**config.mk**
```make
export PLATFORM = sky130hd
export DESIGN_NAME = exec_core
export DESIGN_NICKNAME = d
export VERILOG_FILES = /design/src/verilog/exec_pkg.sv /design/src/verilog/exec_alu.sv /design/src/verilog/return_stack.sv /design/src/verilog/exec_core.sv
export SDC_FILE = /design/constraint.sdc
export NUM_CORES = 1
export LEC_CHECK = 0
export BUFFER_PORTS_ARGS = -buffer_cell sky130_fd_sc_hd__buf_2
export CAP_MARGIN = 40
export CORE_MARGIN = 4
export CORE_UTILIZATION = 63
export DETAILED_ROUTE_END_ITERATION = 6
export GPL_TIMING_DRIVEN = 0
export HOLD_SLACK_MARGIN = 0.06
export PLACE_DENSITY = 0.85
export SLEW_MARGIN = 20
export SYNTH_ARGS = -nofsm -noshare
export SYNTH_HDL_FRONTEND = slang
export SYNTH_SLANG_ARGS = --single-unit
```
**constraint.sdc**
```tcl
create_clock -name SYS_CLK -period 5.9 [get_ports SYS_CLK]
set_input_delay 0.295 -clock SYS_CLK [delete_from_list [all_inputs] [get_ports SYS_CLK]]
set_output_delay 0.295 -clock SYS_CLK [all_outputs]
set_load 0.02 [all_outputs]
```
**src/verilog/exec_pkg.sv**
```systemverilog
// constants, opcodes and types shared by the instruction execution block
package exec_pkg;

	// 14-bit instruction word opcodes (upper bits, whole word for return and halt)
	localparam logic [5:0] OP_FILE_MINUS_ACC = 6'h02;
	localparam logic [5:0] OP_FILE_XOR_ACC = 6'h06;
	localparam logic [5:0] OP_ROTATE_RIGHT = 6'h0C;
	localparam logic [5:0] OP_NIBBLE_EXCHANGE = 6'h0E;
	localparam logic [4:0] OP_LITERAL_MINUS_ACC = 5'h1E;
	localparam logic [5:0] OP_LITERAL_XOR_ACC = 6'h3A;
	localparam logic [13:0] OP_RETURN = 14'h0008;
	localparam logic [13:0] OP_HALT = 14'h0063;

	// instruction field positions
	localparam int DEST_BIT = 7;
	localparam int FILE_ADDR_MSB = 6;
	localparam int LIT_MSB = 7;

	// status bit positions in the status byte
	localparam int CARRY_POS = 0;
	localparam int HALF_CARRY_POS = 1;
	localparam int ZERO_POS = 2;
	localparam int POWER_DOWN_POS = 3;
	localparam int WATCHDOG_EXPIRY_POS = 4;

	// values after reset
	localparam logic [7:0] ACC_RESET = 8'h00;
	localparam logic [7:0] STATUS_RESET = 8'h18;
	localparam logic [12:0] PC_RESET = 13'h0000;
	localparam logic [7:0] WATCHDOG_CLEAR = 8'h00;

	// cycle counts and stack depth
	localparam logic [1:0] RETURN_CYCLES = 2'h2;
	localparam int STACK_DEPTH = 8;

	// execution sequencer states
	typedef enum logic [1:0]
	{
		ST_RUN = 2'b00,
		ST_RETURN_WAIT = 2'b01,
		ST_SLEEP = 2'b10
	} exec_state_e;

	// instruction classes
	typedef enum logic [2:0]
	{
		CL_NONE = 3'b000,
		CL_SUB = 3'b001,
		CL_XOR = 3'b010,
		CL_ROTATE = 3'b011,
		CL_SWAP = 3'b100
	} alu_class_e;

endpackage

```
**src/verilog/exec_alu.sv**
```systemverilog
// combinational arithmetic for subtract, xor, rotate and nibble exchange
`timescale 1ns/1ps

module exec_alu
(
	input wire exec_pkg::alu_class_e op,
	input wire logic [7:0] a,
	input wire logic [7:0] acc,
	input wire logic carry_in,
	output logic [7:0] result,
	output logic carry_out,
	output logic half_carry_out
);

	logic [8:0] diff;
	logic [4:0] low_diff;

	// a minus acc; carry set when no borrow
	always_comb
	begin
		diff = {1'b0, a} + {1'b0, ~acc} + 9'h001;
		low_diff = {1'b0, a[3:0]} + {1'b0, ~acc[3:0]} + 5'h01;
		result = a;
		carry_out = carry_in;
		half_carry_out = 1'b0;
		unique case (op)
			exec_pkg::CL_SUB:
			begin
				result = diff[7:0];
				carry_out = diff[8];
				half_carry_out = low_diff[4];
			end
			exec_pkg::CL_XOR:
				result = a ^ acc;
			exec_pkg::CL_ROTATE:
			begin
				result = {carry_in, a[7:1]};
				carry_out = a[0];
			end
			exec_pkg::CL_SWAP:
				result = {a[3:0], a[7:4]};
			exec_pkg::CL_NONE:
				result = a;
		endcase
	end

endmodule

```
**src/verilog/return_stack.sv**
```systemverilog
// eight entry circular hardware return stack
`timescale 1ns/1ps

module return_stack
(
	input wire logic clk,
	input wire logic arst_n,
	input wire logic push,
	input wire logic [12:0] push_addr,
	input wire logic pop,
	output logic [12:0] head
);

	typedef struct packed
	{
		logic [exec_pkg::STACK_DEPTH-1:0][12:0] entry;
		logic [2:0] ptr;
	} stack_s;

	stack_s cur;
	stack_s next_cur;

	// push writes above the head, pop steps the pointer back
	always_comb
	begin
		next_cur = cur;
		if (push)
		begin
			next_cur.entry[cur.ptr + 3'h1] = push_addr;
			next_cur.ptr = cur.ptr + 3'h1;
		end
		else if (pop)
			next_cur.ptr = cur.ptr - 3'h1;
	end

	always_ff @(posedge clk or negedge arst_n)
	begin
		if (!arst_n)
			cur <= '0;
		else
			cur <= next_cur;
	end

	assign head = cur.entry[cur.ptr];

endmodule

```
**src/verilog/exec_core.sv**
```systemverilog
// execution of the halt, return, subtract, rotate, swap and xor instructions
// Function
// - halt clears watchdog, sets expiry, clears power-down
// - after halt, sleep with oscillator stopped
// - return pops stack into PC, two cycles
// - literal minus acc into acc, flags C DC Z
// - rotate right through carry, only carry
// - destination bit 0 acc, 1 file
// - file minus acc to destination, C DC Z
// - swap nibbles to destination, no flags
// - literal xor acc into acc, zero only
// - file xor acc to destination, zero only
`timescale 1ns/1ps

module exec_core
(
	input wire logic SYS_CLK,
	input wire logic ARST_N,
	input wire logic INSTR_VALID,
	input wire logic [13:0] INSTR,
	input wire logic [7:0] FILE_RDATA,
	input wire logic CALL_PUSH,
	input wire logic [12:0] CALL_RETURN_ADDR,
	input wire logic WAKE,
	output logic [6:0] FILE_ADDR,
	output logic FILE_WE,
	output logic [7:0] FILE_WDATA,
	output logic [7:0] ACC,
	output logic CARRY_FLAG,
	output logic HALF_CARRY_FLAG,
	output logic ZERO_FLAG,
	output logic POWER_DOWN_FLAG,
	output logic WATCHDOG_EXPIRY_FLAG,
	output logic WATCHDOG_CLEAR,
	output logic OSC_STOP,
	output logic PC_LOAD,
	output logic [12:0] PC_VALUE,
	output logic BUSY
);

	////////////////////////////////////////////////////////////////////
	// state

	typedef struct packed
	{
		exec_pkg::exec_state_e state;
		logic [1:0] cycle;
		logic [7:0] acc;
		logic [7:0] status;
		logic [6:0] faddr;
		logic fwe;
		logic [7:0] fwdata;
		logic wdt_clear;
		logic pc_load;
		logic [12:0] pc_value;
		logic wake_s1;
		logic wake_s2;
	} core_s;

	core_s cur;
	core_s next_cur;

	exec_pkg::alu_class_e alu_op;
	logic [7:0] alu_a;
	logic [7:0] alu_result;
	logic alu_carry;
	logic alu_half;
	logic [12:0] stack_head;
	logic stack_pop;
	logic [5:0] op6;
	logic is_file_op;
	logic dest_file;
	logic set_cdz;
	logic set_z;
	logic set_c;

	////////////////////////////////////////////////////////////////////
	// decode

	// classify the instruction word
	always_comb
	begin
		op6 = INSTR[13:8];
		alu_op = exec_pkg::CL_NONE;
		is_file_op = 1'b0;
		set_cdz = 1'b0;
		set_z = 1'b0;
		set_c = 1'b0;
		alu_a = FILE_RDATA;
		if (op6 == exec_pkg::OP_FILE_MINUS_ACC)
		begin
			alu_op = exec_pkg::CL_SUB;
			is_file_op = 1'b1;
			set_cdz = 1'b1;
		end
		else if (op6 == exec_pkg::OP_FILE_XOR_ACC)
		begin
			alu_op = exec_pkg::CL_XOR;
			is_file_op = 1'b1;
			set_z = 1'b1;
		end
		else if (op6 == exec_pkg::OP_ROTATE_RIGHT)
		begin
			alu_op = exec_pkg::CL_ROTATE;
			is_file_op = 1'b1;
			set_c = 1'b1;
		end
		else if (op6 == exec_pkg::OP_NIBBLE_EXCHANGE)
		begin
			alu_op = exec_pkg::CL_SWAP;
			is_file_op = 1'b1;
		end
		else if (INSTR[13:9] == exec_pkg::OP_LITERAL_MINUS_ACC)
		begin
			alu_op = exec_pkg::CL_SUB;
			alu_a = INSTR[exec_pkg::LIT_MSB:0];
			set_cdz = 1'b1;
		end
		else if (op6 == exec_pkg::OP_LITERAL_XOR_ACC)
		begin
			alu_op = exec_pkg::CL_XOR;
			alu_a = INSTR[exec_pkg::LIT_MSB:0];
			set_z = 1'b1;
		end
		dest_file = is_file_op & INSTR[exec_pkg::DEST_BIT];
	end

	// file register address always follows the instruction
	assign FILE_ADDR = INSTR[exec_pkg::FILE_ADDR_MSB:0];

	////////////////////////////////////////////////////////////////////
	// datapath helpers

	exec_alu alu
	(
		.op(alu_op),
		.a(alu_a),
		.acc(cur.acc),
		.carry_in(cur.status[exec_pkg::CARRY_POS]),
		.result(alu_result),
		.carry_out(alu_carry),
		.half_carry_out(alu_half)
	);

	return_stack stack
	(
		.clk(SYS_CLK),
		.arst_n(ARST_N),
		.push(CALL_PUSH),
		.push_addr(CALL_RETURN_ADDR),
		.pop(stack_pop),
		.head(stack_head)
	);

	////////////////////////////////////////////////////////////////////
	// sequencer

	// one instruction per cycle, return holds for a second cycle
	always_comb
	begin
		next_cur = cur;
		next_cur.fwe = 1'b0;
		next_cur.wdt_clear = 1'b0;
		next_cur.pc_load = 1'b0;
		next_cur.wake_s1 = WAKE;
		next_cur.wake_s2 = cur.wake_s1;
		stack_pop = 1'b0;
		unique case (cur.state)
			exec_pkg::ST_RUN:
			begin
				if (INSTR_VALID && INSTR == exec_pkg::OP_HALT)
				begin
					next_cur.wdt_clear = 1'b1;
					next_cur.status[exec_pkg::WATCHDOG_EXPIRY_POS] = 1'b1;
					next_cur.status[exec_pkg::POWER_DOWN_POS] = 1'b0;
					next_cur.state = exec_pkg::ST_SLEEP;
				end
				else if (INSTR_VALID && INSTR == exec_pkg::OP_RETURN)
				begin
					stack_pop = 1'b1;
					next_cur.pc_value = stack_head;
					next_cur.pc_load = 1'b1;
					next_cur.cycle = 2'h1;
					next_cur.state = exec_pkg::ST_RETURN_WAIT;
				end
				else if (INSTR_VALID && alu_op != exec_pkg::CL_NONE)
				begin
					if (dest_file)
					begin
						next_cur.fwe = 1'b1;
						next_cur.faddr = INSTR[exec_pkg::FILE_ADDR_MSB:0];
						next_cur.fwdata = alu_result;
					end
					else
						next_cur.acc = alu_result;
					if (set_cdz || set_c)
						next_cur.status[exec_pkg::CARRY_POS] = alu_carry;
					if (set_cdz)
						next_cur.status[exec_pkg::HALF_CARRY_POS] = alu_half;
					if (set_cdz || set_z)
						next_cur.status[exec_pkg::ZERO_POS] = (alu_result == 8'h00);
				end
			end
			exec_pkg::ST_RETURN_WAIT:
			begin
				// second cycle of return: a dead cycle, no flags touched
				next_cur.cycle = cur.cycle + 2'h1;
				if (cur.cycle + 2'h1 >= exec_pkg::RETURN_CYCLES)
				begin
					next_cur.cycle = 2'h0;
					next_cur.state = exec_pkg::ST_RUN;
				end
			end
			exec_pkg::ST_SLEEP:
			begin
				// oscillator stopped; only a wake event resumes
				if (cur.wake_s2)
					next_cur.state = exec_pkg::ST_RUN;
			end
			default:
				next_cur.state = exec_pkg::ST_RUN;
		endcase
	end

	always_ff @(posedge SYS_CLK or negedge ARST_N)
	begin
		if (!ARST_N)
		begin
			cur <= '0;
			cur.acc <= exec_pkg::ACC_RESET;
			cur.status <= exec_pkg::STATUS_RESET;
			cur.pc_value <= exec_pkg::PC_RESET;
			cur.state <= exec_pkg::ST_RUN;
		end
		else
			cur <= next_cur;
	end

	////////////////////////////////////////////////////////////////////
	// outputs

	assign FILE_WE = cur.fwe;
	assign FILE_WDATA = cur.fwdata;
	assign ACC = cur.acc;
	assign CARRY_FLAG = cur.status[exec_pkg::CARRY_POS];
	assign HALF_CARRY_FLAG = cur.status[exec_pkg::HALF_CARRY_POS];
	assign ZERO_FLAG = cur.status[exec_pkg::ZERO_POS];
	assign POWER_DOWN_FLAG = cur.status[exec_pkg::POWER_DOWN_POS];
	assign WATCHDOG_EXPIRY_FLAG = cur.status[exec_pkg::WATCHDOG_EXPIRY_POS];
	assign WATCHDOG_CLEAR = cur.wdt_clear;
	assign OSC_STOP = (cur.state == exec_pkg::ST_SLEEP);
	assign PC_LOAD = cur.pc_load;
	assign PC_VALUE = cur.pc_value;
	assign BUSY = (cur.state != exec_pkg::ST_RUN);

endmodule

```
==> run_results.csv <==
group,metric,value,unit
timing,finalCritPeriodShare,61.9,%
clock_network,htree_levels,4,
route,drt_iter0_drc,370,
logic_synthesis,syn_area,7600,sq um
logic_synthesis,yosysSeqAreaShare,49.1,%
outcome,outcome,"complete, no violations",
finish,drive_gt1_share,44.4,%
place,dpl.hpwl,12200,microns
clock_network,cts_sinks,149,
logic_synthesis,synthCells,596,
clock_network,clk-insertion-delay-late,430,ps
floorplan,core_area,11600,sq um
timing,worst_slew_pin_slew,877,ps
logic_synthesis,async_reset_ff_share,100,%
worst_setup_path,worstPathCellList,"clkbuf_1 > buf_1 > buf_6 > inv_1 > ha_1 > nand2_1 > nor3_1 > clkbuf_1 > mux2_2",
timing,final_hold_viol_count,0,
floorplan,die_x,118,microns
logic_synthesis,ys_ff_latch,149,
floorplan,fp-row-count,39,
timing,rsz0062_at_grt,"false",
worst_setup_path,slowest_delay,680,ps
worst_setup_path,r2r-start,"stack.cur[0]$_DFFE_PN0P_",
route,vias,5301,
hold_path,hold_class,"in2reg",
global_route,grt_pass1_wl,30000,microns
worst_setup_path,r2r_setup_slack,2250,ps
timing,fin_skew,7.43,ps
clock_network,clockBufferDepth,2,
logic_synthesis,ys_warn_count,0,
worst_setup_path,cp-startpoint,"stack.cur[0]$_DFFE_PN0P_",
clock_network,path_clk_slew,60,ps
global_route,grt.total_usage,27.9,%
logic_synthesis,syn_area_per_cell,12.8,sq um
finish,layout.nets,760,
power_and_ir_drop,power_density,505,nW/um^2
route,via_per_inst,6.15,
floorplan,dieArea,13900,sq um
timing,setup_tns,0,ps
logic_synthesis,ys.flop_type,"dfrtp_1",
worst_setup_path,cp_top_family,"buffers and inverters",
global_route,grt_max_degree,97,
worst_setup_path,required,6210,ps
route,wl_per_cell,21.5,microns
global_route,overflow,0,
timing,setup_ws,2250,ps
worst_setup_path,cp_common_cell,"clkbuf_1",
worst_setup_path,slowest_stage,"clkbuf_1",
timing,clock.fmax,274,MHz
route,dr.pass1.iters,4,
clock_network,cts_hold_buf,2,
job,drv_cap,0,
timing,slew_headroom,41.6,%
worst_setup_path,reg2reg_depth,9,
floorplan,io_pins,86,
place,gp_congestion,0.897,
power_and_ir_drop,p_leak,0.00418,uW
worst_setup_path,worstSetupPathType,"reg2reg",
floorplan,start_util,65.4,%
place,dp_cells,826,
place,io_buffer_count,83,
route,ant_nets,0,
worst_setup_path,endpoint,"stack.cur[100]$_DFFE_PN0P_",
clock_network,cts_buffers,17,
global_route,grt_pass1_vias,5601,
route,route.detailed.drc,0,
finish,area_growth,17.3,%
logic_synthesis,synth_nets,650,
global_route,antenna_found_initial,0,
worst_setup_path,critPathMaxFanout,10,
clock_network,cts_setup_buffers,0,
finish,finalNonFillerCells,862,
clock_network,tritoncts,"yes",
timing,setup_viol,0,
floorplan,die_y,118,microns
clock_network,post_cts_resized,0,
worst_setup_path,rr_endpoint,"stack.cur[100]$_DFFE_PN0P_",
worst_setup_path,crit_cells,9,
route,drt_wl_total,18500,microns
place,preCtsSetupSlack,2270,ps
clock_network,root_buffer,"clkbuf_16",
timing,maxSlewViolCount,0,
logic_synthesis,synth_cell_types,64,
finish,diodes,0,
worst_setup_path,setup.worst_path.end_class,"flip-flop",
timing,min_period,3650,ps
power_and_ir_drop,vdd_ir_drop_max,0.000340,V
worst_setup_path,worst-path-buf-inv,5,
worst_setup_path,start_kind,"flip-flop",
worst_setup_path,worstPathArrival,3960,ps
logic_synthesis,synth_edf_count,0,
sequential cells by signal (all words and copies together), names as in the netlist:
name / cells
WATCHDOG_CLEAR: 1
cur: 6
ZERO_FLAG: 1
FILE_WE: 1
PC_LOAD: 1
ACC: 8
CARRY_FLAG: 1
POWER_DOWN_FLAG: 1
PC_VALUE: 13
stack.cur: 107
FILE_WDATA: 8
HALF_CARRY_FLAG: 1
stage by stage:
stage / instance area (sq um) / util [%] / hold slack (ps) / total power, uW
detailed placement: 8270 / 71.2 / 239 / 3320
finish: 8920 / 76.8 / 197 / 4500
global placement: 8200 / 70.6 / 338 / 3170
global route: 8920 / 76.8 / 195 / 4720
floorplan: 7600 / - / -0.591 / 2860
CTS: 8900 / 76.6 / 188 / 4490
power breakdown:
part	total (uW)	internal [uW]	switching, uW
combinational	1710	942	773
sequential	1660	1430	230
clock	1130	680	448
final cells by class:
cell class	count	area, sq um
Timing Repair Buffer	91	526
Buffer	60	367
Multi-Input combinational cell	362	3410
Tap cell	143	179
Inverter	25	93.8
Clock inverter	14	174
Fill cell	695	2700
Clock buffer	18	439
Sequential cell	149	3730
synthesized netlist by cell type, drive strengths merged, types with 2 or more instances:
master / n / area, sq um
dfrtp: 148 / 3700
mux2: 121 / 1370
buf: 45 / 310
nand2: 33 / 124
mux4: 26 / 586
inv: 24 / 90.1
o21ai: 24 / 120
nor2: 18 / 67.6
mux2i: 17 / 170
a21oi: 15 / 75.1
clkbuf: 15 / 56.3
ha: 13 / 163
nor3: 13 / 75.1
nand3: 8 / 40.0
nor2b: 7 / 43.8
xor2: 5 / 43.8
o2111ai: 4 / 35.0
o22ai: 4 / 25.0
a22oi: 3 / 22.5
and2: 3 / 18.8
nor3b: 3 / 33.8
xnor2: 3 / 26.3
a211o: 2 / 17.5
a211oi: 2 / 20.0
a21o: 2 / 15.0
a221oi: 2 / 23.8
a31oi: 2 / 12.5
and3: 2 / 12.5
nand3b: 2 / 15.0
nand4: 2 / 12.5
nor4b: 2 / 17.5
or4: 2 / 15.0
per-layer routing:
| metal | GRT usage [%] | vias up | routed length, microns |
|---|---|---|---|
| met2 | 46.1 | 220 | 9550 |
| met4 | 11.5 | 0 | 539 |
| met5 | 0 | - | 0 |
| li1 | - | 2351 | - |
| met3 | 6.92 | 57 | 1210 |
| met1 | 35.3 | 2673 | 7240 |
cells in the final DEF (no fill, tap or decap), types with 3 or more instances in the layout:
| master | count |
|---|---|
| xnor2_1 | 3 |
| buf_2 | 84 |
| nor2b_1 | 7 |
| buf_6 | 4 |
| inv_1 | 24 |
| buf_4 | 38 |
| clkinv_2 | 3 |
| ha_1 | 13 |
| mux4_2 | 26 |
| clkbuf_1 | 15 |
| o2111ai_1 | 4 |
| nand3_1 | 8 |
| nand2_1 | 33 |
| buf_1 | 6 |
| nor2_1 | 18 |
| mux2_2 | 119 |
| o21ai_0 | 22 |
| dfrtp_1 | 148 |
| o22ai_1 | 4 |
| xor2_1 | 5 |
| and2_1 | 3 |
| a21oi_1 | 15 |
| clkinv_4 | 4 |
| bufinv_16 | 3 |
| clkbuf_16 | 17 |
| inv_6 | 3 |
| mux2i_1 | 17 |
| nor3_1 | 11 |
| a22oi_1 | 3 |
logic make-up after synthesis:
| family | count (synthesis) | share of synthesized area (%) |
|---|---|---|
| compound gates | 70 | 6.26 |
| mux | 164 | 28.0 |
| xor+xnor | 8 | 0.922 |
| other cells | 1 | 0.0493 |
| fa+ha+maj | 14 | 2.40 |
| buf+inv | 85 | 6.06 |
| simple gates | 105 | 7.28 |
| flops | 149 | 49.1 |
worst min path at each step:
stage / start / to / cells after the start
after global placement: cur[1]$_DFF_PN0_ / cur[0]$_DFF_PN0_ / 0
after detailed placement: ARST_N / ACC[6]$_DFFE_PN0P_ / 1
after CTS: CALL_RETURN_ADDR[5] / stack.cur[34]$_DFFE_PN0P_ / 2
final: CALL_RETURN_ADDR[5] / stack.cur[34]$_DFFE_PN0P_ / 2
after global routing: CALL_RETURN_ADDR[10] / stack.cur[104]$_DFFE_PN0P_ / 2
after floorplan: ARST_N / ACC[0]$_DFFE_PN0P_ / 0
No activity file was read; power rests on OpenSTA's default activity.
